## src/design/charger_pkg.sv

```systemverilog
// Purpose: Shared constants and types of the charger mode and status logic
// Assumes: 100 MHz system clock, 8-bit register port with 4-bit address
// Notes:   Current figures are held in mA in 12-bit fields
package charger_pkg;

  // Clock and timing
  localparam int unsigned CLK_HZ          = 100_000_000;
  localparam int unsigned INT_PULSE_US    = 256;
  localparam int unsigned INT_PULSE_CYC   = INT_PULSE_US * (CLK_HZ / 1_000_000);
  localparam int unsigned BLINK_HZ        = 1;
  localparam int unsigned BLINK_HALF_CYC  = CLK_HZ / (2 * BLINK_HZ);
  localparam int unsigned WDOG_TIME_S     = 40;
  localparam longint unsigned WDOG_CYC    = longint'(WDOG_TIME_S) * CLK_HZ;

  // Register offsets
  localparam logic [3:0] ADDR_INPUT_CTRL  = 4'h0;
  localparam logic [3:0] ADDR_MODE_CTRL   = 4'h1;
  localparam logic [3:0] ADDR_STATUS      = 4'h2;
  localparam logic [3:0] ADDR_PIN_STATUS  = 4'h3;
  localparam logic [3:0] ADDR_LIMIT_LO    = 4'h4;
  localparam logic [3:0] ADDR_LIMIT_HI    = 4'h5;

  // Field positions and reset values
  localparam int unsigned LIMIT_CODE_LSB  = 0;
  localparam int unsigned MODE_FIELD_LSB  = 4;
  localparam logic [2:0]  LIMIT_CODE_RST  = 3'h2;
  localparam logic [1:0]  MODE_FIELD_RST  = 2'h1;

  // Operating mode field encodings
  localparam logic [1:0] MODE_IDLE        = 2'h0;
  localparam logic [1:0] MODE_CHARGE      = 2'h1;
  localparam logic [1:0] MODE_BOOST       = 2'h2;

  // Current figures in mA
  localparam logic [11:0] USB_HIGH_MA     = 12'h01f4;
  localparam logic [11:0] USB_LOW_MA      = 12'h0064;
  localparam logic [11:0] CAP_FLOOR_MA    = 12'h01f4;
  localparam logic [11:0] GOOD_LIMIT_MA   = 12'h001e;
  localparam logic [11:0] CODE_MA [8]     = '{12'h0064, 12'h0096, 12'h01f4, 12'h0384,
                                              12'h04b0, 12'h05dc, 12'h07d0, 12'h0bb8};

  // Charge sequence states
  typedef enum logic [2:0] {
    PH_IDLE    = 3'b000,
    PH_REACT   = 3'b001,
    PH_TRICKLE = 3'b010,
    PH_PRECOND = 3'b011,
    PH_CC      = 3'b100,
    PH_CV      = 3'b101,
    PH_DONE    = 3'b110
  } phase_t;

endpackage

```

## src/design/charger_mode_status_logic.sv

```systemverilog
// Purpose: Mode decode, input limit selection, charge sequencing and status pins
// Assumes: Comparator flags and pins are asynchronous and pass a 3-stage filter
// Notes:   Open-drain pins drive low when their enable_n is low
//
// Decided for this implementation: the address-and-strobe port and the register offsets.
`timescale 1ns/10ps

// Behaviour
// - Source-select high means USB host supply, low means wall adapter.
// - Power-good pulled low only with input in range, above sleep, limit over 30mA.
// - Charge-status low while charging, released high when done or disabled.
// - Any fault makes charge-status blink at 1Hz.
// - Status change or fault gives one 256us low pulse on interrupt output.
// - Buck mode on USB: limit 500mA with limit/boost pin high, else 100mA.
// - Boost only when mode field is 10 and limit/boost pin is high.
// - Charging only when mode field is 01 and inhibit pin is low.
// - Effective limit is the smaller of resistor cap and the selected USB or code limit.
// - Resistor-programmed limit is clamped to at least 500mA.
// - Charge advances trickle, preconditioning, constant current, constant voltage.
// - Charging ends when full and restarts below recharge threshold.
// - Watchdog expiry without host service stops charging.
// - Short-tripped battery gets float voltage before any charge phase.
// - First thermistor out of window suspends charging until back inside.
// - Second thermistor out of window also suspends charging.
module charger_mode_status_logic
  import charger_pkg::*;
#(
  parameter int unsigned INT_CYC   = INT_PULSE_CYC,
  parameter int unsigned BLINK_CYC = BLINK_HALF_CYC,
  parameter longint unsigned WDOG_LIMIT = WDOG_CYC
)(
  // Clock and reset
  input  wire logic        mclk,
  input  wire logic        rstn,
  // Register port
  input  wire logic [3:0]  reg_addr,
  input  wire logic [7:0]  reg_wdata,
  input  wire logic        reg_wr,
  input  wire logic        reg_rd,
  output logic      [7:0]  reg_rdata,
  // Mode pins
  input  wire logic        source_select,
  input  wire logic        host_limit_boost_pin,
  input  wire logic        charge_inhibit_pin,
  // Input supply comparators
  input  wire logic        input_above_undervoltage_lockout,
  input  wire logic        input_overvoltage,
  input  wire logic        input_above_sleep,
  input  wire logic [11:0] resistor_current_cap,
  // Battery comparators
  input  wire logic        batt_short_tripped,
  input  wire logic        batt_above_short,
  input  wire logic        batt_above_lowv,
  input  wire logic        batt_at_regulation,
  input  wire logic        batt_term_current,
  input  wire logic        batt_below_recharge,
  // Thermistor window comparators
  input  wire logic        thermistor_a_ok,
  input  wire logic        thermistor_b_ok,
  // Open-drain outputs with readback
  input  wire logic        input_good_n_i,
  output logic             input_good_n_o,
  output logic             input_good_n_oe_n,
  input  wire logic        charge_status_i,
  output logic             charge_status_o,
  output logic             charge_status_oe_n,
  input  wire logic        host_irq_n_i,
  output logic             host_irq_n_o,
  output logic             host_irq_n_oe_n,
  // Power stage controls
  output logic             charge_enable,
  output logic             float_reactivate,
  output logic             boost_enable,
  output logic [2:0]       charge_phase,
  output logic [11:0]      effective_limit_ma
);

  localparam int unsigned NSYNC = 29;
  // Smaller of two currents
  function automatic logic [11:0] min_ma(input logic [11:0] a, input logic [11:0] b);
    min_ma = (a < b) ? a : b;
  endfunction

  logic [NSYNC-1:0] raw;
  logic [NSYNC-1:0] s1_q, s2_q, s3_q, flt_q, flt_d;
  // Gather every pin and comparator from outside the clock domain
  assign raw = {resistor_current_cap, host_irq_n_i, charge_status_i, input_good_n_i,
                thermistor_b_ok, thermistor_a_ok, batt_below_recharge, batt_term_current,
                batt_at_regulation, batt_above_lowv, batt_above_short, batt_short_tripped,
                input_above_sleep, input_overvoltage, input_above_undervoltage_lockout,
                charge_inhibit_pin, host_limit_boost_pin, source_select};

  // Three-stage filter; a bit changes only once stages two and three agree
  genvar gi;
  generate
    for (gi = 0; gi < NSYNC; gi++)
    begin : g_sync
      always_comb
      begin
        flt_d[gi] = (s2_q[gi] == s3_q[gi]) ? s3_q[gi] : flt_q[gi];
      end
    end
  endgenerate

  always_ff @(posedge mclk)
  begin
    if (!rstn)
    begin
      s1_q  <= '0;
      s2_q  <= '0;
      s3_q  <= '0;
      flt_q <= '0;
    end
    else
    begin
      s1_q  <= raw;
      s2_q  <= s1_q;
      s3_q  <= s2_q;
      flt_q <= flt_d;
    end
  end

  logic        src_usb, lb_pin, inhibit, undervoltage_lockout_ok, ov, sleep_ok;
  logic        b_short, b_abv_short, b_abv_lowv, b_at_reg, b_term, b_rechg;
  logic        therm_a, therm_b, pg_rb, stat_rb, irq_rb;
  logic [11:0] cap_ma;
  // Filtered input split; the split mirrors the gather order above, MSB first
  assign {cap_ma, irq_rb, stat_rb, pg_rb, therm_b, therm_a, b_rechg, b_term, b_at_reg,
          b_abv_lowv, b_abv_short, b_short, sleep_ok, ov, undervoltage_lockout_ok, inhibit, lb_pin,
          src_usb} = flt_q;
  // Register state
  logic [2:0]  code_q, code_d;
  logic [1:0]  mode_q, mode_d;
  logic [7:0]  rdata_q, rdata_d;
  logic [31:0] wdog_q, wdog_d;
  logic [11:0] lim_q, lim_d;
  phase_t      ph_q, ph_d;
  logic [31:0] blink_q, blink_d;
  logic [31:0] irq_cnt_q, irq_cnt_d;
  logic [7:0]  evt_q, evt_d;
  logic        wexp_q, wexp_d, pg_n_q, pg_n_d, boost_q, boost_d, chg_q, chg_d;
  logic        react_q, react_d, stat_oe_q, stat_oe_d, blink_ph_q, blink_ph_d;
  logic        irq_oe_q, irq_oe_d, low_q;
  logic        therm_fault, fault, chg_allowed, event_now;
  logic [11:0] sel_ma, clamp_ma;
  logic [7:0]  status_v;

  // Register writes, watchdog, and read data one cycle after the strobe
  always_comb
  begin
    code_d  = code_q;
    mode_d  = mode_q;
    rdata_d = 8'h00;
    wdog_d  = wdog_q;
    wexp_d  = wexp_q;
    if (reg_wr && reg_addr == ADDR_INPUT_CTRL)
      code_d = reg_wdata[LIMIT_CODE_LSB +: 3];
    if (reg_wr && reg_addr == ADDR_MODE_CTRL)
      mode_d = reg_wdata[MODE_FIELD_LSB +: 2];
    // Host writes service the watchdog; expiry wins a same-cycle write
    if (reg_wr)
    begin
      wdog_d = 32'h0000_0000;
      wexp_d = 1'b0;
    end
    else if (!wexp_q)
      wdog_d = wdog_q + 32'h0000_0001;
    if (!wexp_q && 64'(wdog_q) >= WDOG_LIMIT - 64'd1)
      wexp_d = 1'b1;
    if (reg_rd)
    begin
      unique case (reg_addr)
        ADDR_INPUT_CTRL: rdata_d = {5'h00, code_q};
        ADDR_MODE_CTRL:  rdata_d = {2'h0, mode_q, 4'h0};
        ADDR_STATUS:     rdata_d = status_v;
        ADDR_PIN_STATUS: rdata_d = {2'h0, irq_rb, stat_rb, pg_rb, inhibit, lb_pin, src_usb};
        ADDR_LIMIT_LO:   rdata_d = lim_q[7:0];
        ADDR_LIMIT_HI:   rdata_d = {4'h0, lim_q[11:8]};
        default:         rdata_d = 8'h00;
      endcase
    end
  end

  assign status_v = {therm_fault, wexp_q, boost_q, ~pg_n_q, chg_q, ph_q};
  // Input limit and power-good evaluation
  always_comb
  begin
    // Resistor cap never below its floor
    clamp_ma = (cap_ma < CAP_FLOOR_MA) ? CAP_FLOOR_MA : cap_ma;
    // USB host in buck mode follows the limit/boost pin
    if (src_usb && mode_q != MODE_BOOST)
      sel_ma = lb_pin ? USB_HIGH_MA : USB_LOW_MA;
    else
      sel_ma = CODE_MA[code_q];
    // Lower of resistor and selected limit
    lim_d = min_ma(clamp_ma, sel_ma);
    // Good input needs range, sleep margin and usable limit
    pg_n_d = !(undervoltage_lockout_ok && !ov && sleep_ok && lim_q > GOOD_LIMIT_MA);
    // Boost needs mode 10 and pin high
    boost_d = (mode_q == MODE_BOOST) && lb_pin;
  end

  // Either thermistor outside its window is a fault
  assign therm_fault = !therm_a || !therm_b;
  assign fault       = therm_fault || wexp_q || ov;
  // Charge permission from mode field, inhibit pin and watchdog
  assign chg_allowed = (mode_q == MODE_CHARGE) && !inhibit && !wexp_q;

  // Charge phase sequencing
  always_comb
  begin
    ph_d    = ph_q;
    chg_d   = 1'b0;
    react_d = 1'b0;
    if (!chg_allowed)
      ph_d = PH_IDLE;
    // Thermal fault holds the phase but stops current
    else if (!therm_fault)
    begin
      unique case (ph_q)
        PH_IDLE:    ph_d = b_short ? PH_REACT : PH_TRICKLE;
        PH_REACT:   ph_d = b_short ? PH_REACT : PH_TRICKLE;
        // Voltage thresholds advance the phases in order
        PH_TRICKLE: ph_d = b_abv_short ? PH_PRECOND : PH_TRICKLE;
        PH_PRECOND: ph_d = b_abv_lowv ? PH_CC : PH_PRECOND;
        PH_CC:      ph_d = b_at_reg ? PH_CV : PH_CC;
        // Terminate when full, restart on recharge threshold
        PH_CV:      ph_d = b_term ? PH_DONE : PH_CV;
        PH_DONE:    ph_d = b_rechg ? PH_TRICKLE : PH_DONE;
        default:    ph_d = PH_IDLE;
      endcase
      react_d = (ph_d == PH_REACT);
      chg_d   = (ph_d != PH_IDLE) && (ph_d != PH_DONE) && (ph_d != PH_REACT);
    end
  end

  // Charge-status pin with fault blink
  always_comb
  begin
    blink_d    = blink_q + 32'h0000_0001;
    blink_ph_d = blink_ph_q;
    // Equal half periods from the clock divider
    if (blink_q >= BLINK_CYC - 1)
    begin
      blink_d    = 32'h0000_0000;
      blink_ph_d = ~blink_ph_q;
    end
    if (fault)
      stat_oe_d = blink_ph_q;
    else
      stat_oe_d = !chg_q;
  end

  // Interrupt pulse on any status change or new fault
  always_comb
  begin
    evt_d     = {fault, status_v[6:0]};
    event_now = (evt_d != evt_q);
    irq_cnt_d = irq_cnt_q;
    irq_oe_d  = irq_oe_q;
    // A new event restarts the low pulse
    if (event_now)
    begin
      irq_cnt_d = 32'h0000_0000;
      irq_oe_d  = 1'b0;
    end
    else if (!irq_oe_q)
    begin
      if (irq_cnt_q >= INT_CYC - 1)
        irq_oe_d = 1'b1;
      else
        irq_cnt_d = irq_cnt_q + 32'h0000_0001;
    end
  end

  // Register every state group
  always_ff @(posedge mclk)
  begin
    if (!rstn)
    begin
      code_q     <= LIMIT_CODE_RST;
      mode_q     <= MODE_FIELD_RST;
      rdata_q    <= 8'h00;
      wdog_q     <= 32'h0000_0000;
      wexp_q     <= 1'b0;
      pg_n_q     <= 1'b1;
      boost_q    <= 1'b0;
      lim_q      <= 12'h000;
      ph_q       <= PH_IDLE;
      chg_q      <= 1'b0;
      react_q    <= 1'b0;
      stat_oe_q  <= 1'b1;
      blink_q    <= 32'h0000_0000;
      blink_ph_q <= 1'b0;
      irq_cnt_q  <= 32'h0000_0000;
      irq_oe_q   <= 1'b1;
      evt_q      <= 8'h00;
      low_q      <= 1'b0;
    end
    else
    begin
      code_q     <= code_d;
      mode_q     <= mode_d;
      rdata_q    <= rdata_d;
      wdog_q     <= wdog_d;
      wexp_q     <= wexp_d;
      pg_n_q     <= pg_n_d;
      boost_q    <= boost_d;
      lim_q      <= lim_d;
      ph_q       <= ph_d;
      chg_q      <= chg_d;
      react_q    <= react_d;
      stat_oe_q  <= stat_oe_d;
      blink_q    <= blink_d;
      blink_ph_q <= blink_ph_d;
      irq_cnt_q  <= irq_cnt_d;
      irq_oe_q   <= irq_oe_d;
      evt_q      <= evt_d;
      low_q      <= 1'b0;
    end
  end

  // Outputs straight from flops; open-drain data is always low
  assign reg_rdata          = rdata_q;
  assign input_good_n_o     = low_q;
  assign input_good_n_oe_n  = pg_n_q;
  assign charge_status_o    = low_q;
  assign charge_status_oe_n = stat_oe_q;
  assign host_irq_n_o       = low_q;
  assign host_irq_n_oe_n    = irq_oe_q;
  assign charge_enable      = chg_q;
  assign float_reactivate   = react_q;
  assign boost_enable       = boost_q;
  assign charge_phase       = ph_q;
  assign effective_limit_ma = lim_q;
endmodule

```

## config.mk

```make
export PLATFORM = sky130hd
export DESIGN_NAME = charger_mode_status_logic
export DESIGN_NICKNAME = d
export VERILOG_FILES = /design/src/design/charger_pkg.sv /design/src/design/charger_mode_status_logic.sv
export SDC_FILE = /design/constraint.sdc
export NUM_CORES = 1
export LEC_CHECK = 0
export BUFFER_PORTS_ARGS = -buffer_cell sky130_fd_sc_hd__buf_2
export CAP_MARGIN = 15
export CORE_AREA = 2 2 141 247
export DETAILED_ROUTE_END_ITERATION = 7
export DIE_AREA = 0 0 143 249
export MAX_ROUTING_LAYER = met4
export PLACE_DENSITY_LB_ADDON = 0.1
export RECOVER_POWER = 25
export SYNTH_ARGS = -nofsm -noshare
export SYNTH_HDL_FRONTEND = slang
export SYNTH_SLANG_ARGS = --single-unit
```

## constraint.sdc

```tcl
create_clock -name mclk -period 4.92 [get_ports mclk]
set_clock_uncertainty 0.05 [all_clocks]
set_input_delay 0.246 -clock mclk [delete_from_list [all_inputs] [get_ports mclk]]
set_output_delay 0.246 -clock mclk [all_outputs]
set_load 0.01 [all_outputs]
```

# Word-level counts from Yosys, hierarchy flattened
# Memory sizes are Yosys's and may differ from the RTL's.
# Cells that the tools add are included.
word_totals:
  regBits: 256
  romBits: 96
  inputBits: 45
  out_inout_bits: 32
  word_cells: 170
  mem_count: 1
op_classes:
  n_addsub: 3
  order_cmp: 7
  n_eq_ne: 47
  mux: 22
  bitwise: 7
  n_reduce_logical: 34
mem_list:
  columns: ["memory", "words", "width", "read_ports", "rd_clocked_by_memory_dff", "wr", "line", "text"]
  rows:
  - ["(name not given)", 8, 12, 1, 0, 0, "charger_mode_status_logic.sv:194", "sel_ma = CODE_MA[code_q];"]
op_table:
  columns: ["operator", "n"]
  rows:
  - ["32-bit by 1-bit adder with 32-bit output, second input constant", 3]
  - ["12-bit 2-to-1 mux", 5]
  - ["8-bit case mux with 6 select lines", 1]
  - ["32-bit by 15-bit greater-or-equal comparator with 1-bit output, second input constant", 1]
  - ["32-bit by 26-bit greater-or-equal comparator with 1-bit output, second input constant", 1]
  - ["32-bit greater-or-equal comparator, second input constant", 1]
  - ["1-bit == test", 29]
  - ["3-bit case mux with 6 select lines", 1]
  - ["12-bit by 5-bit > comparator with 1-bit output, second input constant", 1]
  - ["1-bit logical AND", 12]
  - ["12-bit less-than comparator", 1]
  - ["12-bit by 9-bit less-than comparator with 1-bit output, second input constant", 1]
  - ["3-bit 2-to-1 mux", 4]
  - ["3-bit == test, second input constant", 3]
  - ["9-bit 2-to-1 mux", 1]
  - ["4-bit by 2-bit == test with 1-bit output, second input constant", 2]
  - ["4-bit by 3-bit == test with 1-bit output, second input constant", 2]
  - ["1-bit 2-to-1 mux", 8]
  - ["8-bit != test", 1]
  - ["2-bit OR reduction", 4]
  - ["1-bit zero test", 7]
  - ["3-bit by 1-bit == test with 1-bit output, second input constant", 2]
  - ["3-bit by 2-bit == test with 1-bit output, second input constant", 2]
  - ["1-bit NOT", 6]
  - ["other kinds (16)", 21]

# Logic depth before layout (Yosys ltp)
# Gate-level depths: netlist (run 1).
logic_depth:
  depth_word: 8
  ltp_mapped: 11

# Worst setup path after synthesis (run 1)
# Ideal clock, no wire load.
synth_path:
  path_kind: "register to register"
  startpoint: "register flt_q[28]"
  endpoint: "register lim_q[10], in the netlist effective_limit_ma[10]"
  t_arrival_ps: 2569
  slack_ps: 2214
  path_stages_with_launch: 10
  n_path_buf: 0
  period_less_slack_ps: 2706
  cell_sequence: "dfxtp_1 nor3_1 o21ai_0 and2_1 ha_1 o21ai_0 a2111o_1 a41oi_1 nor2_1 o31ai_1"
synth_via:
  elab_chain_len: 4
synth_rtl:
  columns: ["element", "line", "text"]
  rows:
  - ["start, declared", "charger_mode_status_logic.sv:85", "logic [NSYNC-1:0] s1_q, s2_q, s3_q, flt_q, flt_d;"]
  - ["start signal, assigned", "charger_mode_status_logic.sv:119", "flt_q <= flt_d;"]
  - ["12-bit by 9-bit less-than comparator with 1-bit output", "charger_mode_status_logic.sv:189", "clamp_ma = (cap_ma < CAP_FLOOR_MA) ? CAP_FLOOR_MA : cap_ma;"]
  - ["12-bit 2-to-1 mux (*)", "charger_mode_status_logic.sv:189", null]
  - ["12-bit less-than comparator", "charger_mode_status_logic.sv:81", "min_ma = (a < b) ? a : b;"]
  - ["12-bit 2-to-1 mux (*)", "charger_mode_status_logic.sv:81", null]
  - ["end signal, assigned", "charger_mode_status_logic.sv:309", "lim_q <= lim_d;"]
  - ["end, declared", "charger_mode_status_logic.sv:136", "logic [11:0] lim_q, lim_d;"]
# Mark *: on every way between the ends. The rest lies on a longest branch, timed or not.
# A chain may end at the register's enable or synchronous reset.

# Worst setup path in the final report (run 1)
layout_path:
  startpoint: "register flt_q[28]"
  endpoint: "register lim_q[7], in the netlist effective_limit_ma[7]"
# The elaborated chain is that of the path after synthesis.

==> qor.csv, run 1 <==
stage,metric,value,unit
cts,htree_levels,1,
setup_path,r2r-start,flt_q[28],
place,place_area,10710,um2
cts,cts_max_path_buffers,3,
route,route.detailed.drc,0,
setup_path,path_common_cell,o21ai_0,
finish,final_area,12050,um2
logic_synthesis,syn-cell-area,9958,um2
status,violations,"capacitance limit, slew limit",
sta,finalHoldViolCount,0,
floorplan,core_area,33520,um2
sta,post-route-min-period,3.498,ns
logic_synthesis,synth_edf_count,0,
cts,cts_tree,done,
finish,drive_above_1_share,0.1420,
logic_synthesis,synthCells,1037,
cts,clkLatencyLatePin,0.54,ns
setup_path,arrival,3.89,ns
cts,numCtsBuffers,27,
floorplan,fp.dieW,143,um
status,status,"complete, but fails checks",
setup_path,path_cells,"nor3_1, o21ai_0, and2_1, ha_1, o21ai_0, a2111o_1, a41oi_1, nor2_1, o31ai_1",
sta,fin_tns_setup,0,ns
logic_synthesis,ys.warnings.count,0,
global_route,grt_max_degree,59,
logic_synthesis,ys_seq_elements,256,
route,drtAntennaViolNets,0,
cts,cts_root_buf,clkbuf_16,
worst_hold_path,hold_class,in -> reg,
setup_path,critPathMaxStageDelay,0.54,ns
sta,finalMaxSlewViolations,59,
route,wirelength,23.35,mm
finish,multi_input_area,4546,um2
logic_synthesis,ys.flop_type,dfxtp_1,
cts,cts_resized,0,
route,viasPerCell,4.571,
pwr,power.clock.fraction,0.492,
setup_path,crit_start,flt_q[28],
global_route,grt_usage,0.1349,
setup_path,r2r_cells,9,
pwr,seqPwrFrac,0.469,
finish,seq_area,5125,um2
setup_path,reg2reg_to,effective_limit_ma[7],
floorplan,initial_utilization,0.2971,
finish,nets,1200,
route,vias,7360,
cts,path_clk_slew,0.06,ns
route,drt_iter0_markers,268,
floorplan,die_y,249,um
pwr,p_int,3.591,mW
logic_synthesis,ys_types,66,
sta,rsz0062_at_grt,false,
place,gp_congestion,0.8214,
route,wl_per_cell,14.50,um
pwr,p_comb_frac,0.039,
worst_hold_path,hold_path_startpoint,reg_wr,
pwr,total_leakage_power,4.406,nW
finish,area_growth,21.01,%
route,drtPass1Iterations,4,
logic_synthesis,syn-mean-instance-area,9.603,um2
sta,max_freq,285.9,MHz
pwr,irDropWorstVdd,0.2069,mV
place,hpwl,16.16,mm
sta,fin_ws,1.422,ns
pwr,p_sw_frac,0.2144,
sta,setup_viol,0,
sta,max_slew.worst_pin.slew,2.483,ns
floorplan,dieArea,35610,um2
setup_path,cpMaxStageDelayCell,nor3_1,
global_route,grt_pass1_wl,37.86,mm
finish,utilization,0.3595,
logic_synthesis,synth-async-reset-ratio,0,
floorplan,placement_rows,89,
place,place_ws,1.423,ns
sta,fin_crit_sh,0.7110,
setup_path,start_kind,flip-flop,
sta,hold_slack,0.02847,ns
global_route,grt_antenna_before_repair,0,
sta,slew-limit-headroom,-0.6554,
cts,clkSinkCount,256,
setup_path,endpoint,effective_limit_ma[7],
setup_path,worst-setup-path-type,reg -> reg,
setup_path,reg2reg_slack,1.42,ns
setup_path,cp_max_fo,7,
pwr,p_per_area,379.4,nW/um2
setup_path,worstPathRequired,5.31,ns
pwr,switching_power,0.9802,mW
global_route,grt_pass1_vias,7363,
floorplan,ioPinCount,77,
finish,num_antenna_cells,0,
finish,fillers,3448,
global_route,grt_overflow,0,
setup_path,end_kind,flip-flop,
job,cap_violations,1,
logic_synthesis,yosysSeqAreaShare,0.5146,
place,portBuffers,70,
-- power groups by stage --
stage,sequential [mW],clock (mW),combinational (mW)
finish,2.14,2.25,0.179
global route,2.15,2.43,0.199
CTS,2.14,2.34,0.182
detailed placement,2.19,0,0.162
global placement,2.19,0,0.161
floorplan,2.18,0,0.0997
-- layout make-up --
class                           instances  area share
Multi-Input combinational cell        721      0.3772
Sequential cell                       256      0.4253
Clock buffer                           36     0.06635
Tap cell                              455     0.04724
Timing Repair Buffer                  113     0.06251
Inverter                               17    0.005295
Clock inverter                         12     0.01609
-- layout by cell type, fill, tap and decap left out, types with 12 or more instances in the layout --
master | netlist | final
nand2_1 | 78 | 78
nor2_1 | 61 | 61
clkbuf_16 | 0 | 27
buf_2 | 1 | 69
nor2_4 | 18 | 18
dfxtp_1 | 256 | 256
xor2_1 | 31 | 31
ha_1 | 19 | 19
o21ai_0 | 44 | 44
o31ai_1 | 12 | 12
and2_1 | 113 | 107
xnor2_1 | 27 | 27
nand4_1 | 24 | 24
nand3_1 | 46 | 46
and3_1 | 19 | 19
nor3_1 | 23 | 23
inv_1 | 17 | 16
dlygate4sd3_1 | 0 | 35
a21oi_1 | 61 | 61
-- per-layer routing --
| metal | share of wire | track usage | vias up |
|---|---|---|---|
| met4 | 0.036 | 0.05573 | 0 |
| met2 | 0.50 | 0.2334 | 109 |
| met5 | 0 | - | - |
| met3 | 0.037 | 0.02076 | 48 |
| li1 | - | - | 3789 |
| met1 | 0.42 | 0.1534 | 3414 |
-- flip-flops by register name, summed over array words and instances (netlist names), 2 cells and up --
register and count:
blink_q 32, code_q 3, evt_q 8, s2_q 29, irq_cnt_q 32, effective_limit_ma 12, s3_q 29, reg_rdata 8
s1_q 29, charge_phase 3, mode_q 2, flt_q 29, wdog_q 32
-- worst min-delay path by stage --
stage	end	cells after the start
2_1_floorplan	mode_q[0]	2
3_3_place_gp	s2_q[6]	1
3_5_place_dp	s2_q[6]	1
4_1_cts	code_q[0]	3
5_1_grt	code_q[0]	3
6_report	code_q[0]	3
-- logic make-up after synthesis --
group,share of synthesized area
simple gates,0.2581
flops,0.5146
compound gates,0.1077
buf+inv,0.03204
xor+xnor,0.05101
fa+ha+maj,0.02387
mux,0.01231
other cells,0.0003766
-- repair_timing --
action | 4_1_cts | 5_1_grt
hold buffers | 35 | 0
setup buffers | 0 | 0
endpoints found under the hold margin | 34 | 0
-- critical path: cells and delay by family (launching register included) --
| family | cells | cell delay [ns] |
|---|---|---|
| AOI/OAI and AO/OA | 5 | 1.57 |
| adders and majority gates | 1 | 0.30 |
| DFF | 1 | 0.36 |
| and+or+nand+nor | 3 | 1.12 |
-- metrics by stage --
step	cells	power, mW
floorplan	1045	2.280
global placement	1526	2.349
detailed placement	1526	2.351
CTS	1609	4.664
global route	1610	4.773
finish	1610	4.572
-- synth_stat cells (3+ instances only) --
| cell type | number | area, um2 |
|---|---|---|
| a31o_2 | 3 | 26.28 |
| or2_2 | 7 | 43.79 |
| inv_1 | 17 | 63.81 |
| xor2_1 | 31 | 271.5 |
| dfxtp_1 | 256 | 5125 |
| or3_1 | 9 | 56.30 |
| nand4b_1 | 7 | 61.31 |
| and3_1 | 19 | 118.9 |
| buf_1 | 7 | 26.28 |
| or4_1 | 10 | 75.07 |
| a211oi_1 | 8 | 60.06 |
| buf_4 | 6 | 45.04 |
| nand3_1 | 46 | 230.2 |
| nor4b_1 | 3 | 26.28 |
| and2_1 | 113 | 706.9 |
| a22oi_1 | 9 | 67.56 |
| ha_1 | 19 | 237.7 |
| nand2b_1 | 3 | 18.77 |
| nor2_1 | 61 | 229.0 |
| nor2_4 | 18 | 202.7 |
| o31ai_1 | 12 | 90.09 |
| clkbuf_1 | 34 | 127.6 |
| o21ai_0 | 44 | 220.2 |
| a21oi_1 | 61 | 305.3 |
| nor2b_1 | 4 | 25.02 |
| nor3_1 | 23 | 115.1 |
| o21a_1 | 5 | 37.54 |
| a222oi_1 | 4 | 40.04 |
| and4_1 | 7 | 61.31 |
| xnor2_1 | 27 | 236.5 |
| nand2_1 | 78 | 292.8 |
| nand4_1 | 24 | 150.1 |
| mux2i_1 | 10 | 100.1 |
| nor4_1 | 11 | 68.82 |
Power figures use the tool's default switching activity.
==> run 2: changes to the inputs <==
==> constraint.sdc (replaced) <==
create_clock -name mclk -period 3.19 [get_ports mclk]
set_clock_uncertainty 0.05 [all_clocks]
set_input_delay 0.1595 -clock mclk [delete_from_list [all_inputs] [get_ports mclk]]
set_output_delay 0.1595 -clock mclk [all_outputs]
set_load 0.01 [all_outputs]
==> run 2 against run 1 <==
Against the previous run:
- the run now ends clean
- setup slack got worse by 1.1 ns
- global-route usage increased by 0.32 points
- combinational power increased by 60%
- hold slack improved by 0.015 ns
- critical path depth increased by 1
- first-iteration DRC count increased by 24%
- cell area increased by 0.77%
- highest routed layer unchanged
- core utilization increased by 0.28 points
==> qor.csv, run 2 (synthesis results as in run 1) <==
stage,metric,value,unit,change
cts,cts_root_buf,clkbuf_16,,unchanged
setup_path,end_kind,flip-flop,,unchanged
finish,drive_above_1_share,0.1266,,was 0.1420
setup_path,start_kind,flip-flop,,unchanged
cts,clkLatencyLatePin,0.55,ns,was 0.54 ns
place,place_area,10830,um2,was 10710 um2
global_route,grt_pass1_vias,7404,,was 7363
worst_hold_path,hold_class,in -> reg,,unchanged
finish,final_common_cell,dfxtp_1,,unchanged
job,cap_violations,0,,was 1
pwr,p_per_area,570.3,nW/um2,was 379.4 nW/um2
floorplan,dieArea,35610,um2,unchanged
pwr,power,6.925,mW,was 4.572 mW
finish,final_area,12140,um2,was 12050 um2
sta,fin_crit_sh,0.9001,,was 0.7110
sta,finalHoldViolCount,0,,unchanged
finish,area_growth,21.94,%,was 21.01%
setup_path,worstPathRequired,3.61,ns,was 5.31 ns
sta,slew-limit-headroom,0.5141,,was -0.6554
route,drtPass1Iterations,5,,was 4
setup_path,r2r-start,code_q[1],,was flt_q[28]
cts,clkSinkCount,256,,unchanged
worst_hold_path,whs_path_depth,4,,was 3
global_route,grt_pass1_wl,38.70,mm,was 37.86 mm
floorplan,initial_utilization,0.2971,,unchanged
place,gp_congestion,0.8057,,was 0.8214
sta,post-route-min-period,2.871,ns,was 3.498 ns
finish,final_cell_mix,"dfxtp_1, and2_1, nand2_1, a21oi_1, nor2_1",,"was dfxtp_1, and2_1, nand2_1, buf_2"
sta,max_freq,348.3,MHz,was 285.9 MHz
floorplan,die_y,249,um,unchanged
cts,numCtsBuffers,27,,unchanged
route,drt_iter0_markers,333,,was 268
route,route.detailed.drc,0,,unchanged
route,wl_per_cell,14.64,um,was 14.50 um
global_route,grt_overflow,0,,unchanged
setup_path,endpoint,effective_limit_ma[1],,was effective_limit_ma[7]
finish,largestRegisters,"blink_q (32), irq_cnt_q (32), wdog_q (32)",,unchanged
floorplan,ioPinCount,77,,unchanged
global_route,grt_antenna_before_repair,0,,unchanged
sta,finalMaxSlewViolations,0,,was 59
pwr,irDropWorstVdd,0.3474,mV,was 0.2069 mV
setup_path,arrival,3.29,ns,was 3.89 ns
finish,seq_area,5125,um2,unchanged
cts,path_clk_slew,0.06,ns,about the same
floorplan,placement_rows,89,,unchanged
setup_path,reg2reg_slack,0.32,ns,was 1.42 ns
finish,multi_input_area,4543,um2,was 4546 um2
setup_path,cp_max_fo,7,,unchanged
finish,num_antenna_cells,0,,unchanged
setup_path,worst-setup-path-type,reg -> reg,,unchanged
global_route,grt_usage,0.1381,,was 0.1349
route,vias,7491,,was 7360
cts,htree_levels,1,,unchanged
place,portBuffers,70,,unchanged
sta,max_slew.worst_pin.slew,0.7187,ns,was 2.483 ns
cts,cts_max_path_buffers,3,,unchanged
setup_path,reg2reg_to,effective_limit_ma[1],,was effective_limit_ma[7]
route,wirelength,23.89,mm,was 23.35 mm
sta,fin_tns_setup,0,ns,unchanged
finish,fillers,3435,,was 3448
pwr,total_leakage_power,4.364,nW,was 4.406 nW
setup_path,crit_start,code_q[1],,was flt_q[28]
route,drtAntennaViolNets,0,,unchanged
place,hpwl,16.88,mm,was 16.16 mm
route,viasPerCell,4.590,,was 4.571
cts,cts_tree,done,,unchanged
sta,setup_viol,0,,unchanged
global_route,grt_max_degree,69,,was 59
status,status,"finished, final reports clean",,"was complete, but fails checks"
floorplan,fp.dieW,143,um,unchanged
setup_path,r2r_cells,10,,was 9
finish,nets,1221,,was 1200
floorplan,core_area,33520,um2,unchanged
sta,rsz0062_at_grt,false,,unchanged
## run 2: cell types whose count changed in the layout (fill, tap and decap cells not counted), moves of 6 or more
cell,delta
clkbuf_1,+31
dlygate4sd3_1,+6
clkbuf_8,-6
buf_4,+18
buf_2,-26
## run 2: per-layer routing
layer  part of all wire  vias up  global-route usage  wire (um)
li1                   -     3843                   -          -
met1               0.42     3488              0.1568       9986
met2               0.50      117              0.2380      12060
met3              0.037       43             0.02018        885
met4              0.040        0             0.06082        953
met5                  0        -                   -          0
## run 2: per-stage QoR
step           cells  setup WS [ns]  utilization  hold slack (ns)
5_1_grt         1632        0.07791       0.3623          0.07870
3_5_place_dp    1542         0.1890       0.3231           0.3180
6_report        1632         0.3188       0.3623          0.04358
3_3_place_gp    1542         0.2062       0.3231           0.3174
4_1_cts         1632         0.1591       0.3633          0.01444
2_1_floorplan   1045         0.4840            -           0.2346
## run 2: power by group
group / internal [mW] / switching (mW) / leakage (nW)
Sequential: 3.26 / 0.0411 / 2.08
Clock: 2.03 / 1.30 / 0.458
Combinational: 0.128 / 0.159 / 1.82
## run 2: final cells by class
cell class,count,area share
sequential,256,0.4221
timing repair buffer,134,0.07439
clock buffer,37,0.06121
tap,455,0.04688
clock inverter,12,0.01607
inverter,17,0.005255
multi-input combinational,721,0.3741
## run 2: what timing repair did
item                       4_1_cts  5_1_grt
hold endpoints to repair        37        0
buffers inserted                 0        0
setup endpoints to repair        0        7
hold buffers                    41        0
resized for setup                0        1
## run 2: worst min path at each step
stage | end | startpoint
4_1_cts | reg_rdata[3] | reg_addr[2]
2_1_floorplan | mode_q[0] | reg_wdata[4]
5_1_grt | reg_rdata[3] | reg_addr[2]
6_report | reg_rdata[3] | reg_addr[2]
3_5_place_dp | s1_q[17] | resistor_current_cap[0]
3_3_place_gp | s1_q[23] | resistor_current_cap[6]
## run 2: worst max-delay path, stage by stage, from the launching register on
cell	delay [ns]
dfxtp_1	0.39
inv_1	0.10
ha_1	0.18
or3_1	0.37
a22oi_1	0.25
ha_1	0.30
a21oi_1	0.12
o21ai_0	0.14
o22a_1	0.27
nor2_2	0.40
mux2i_1	0.23
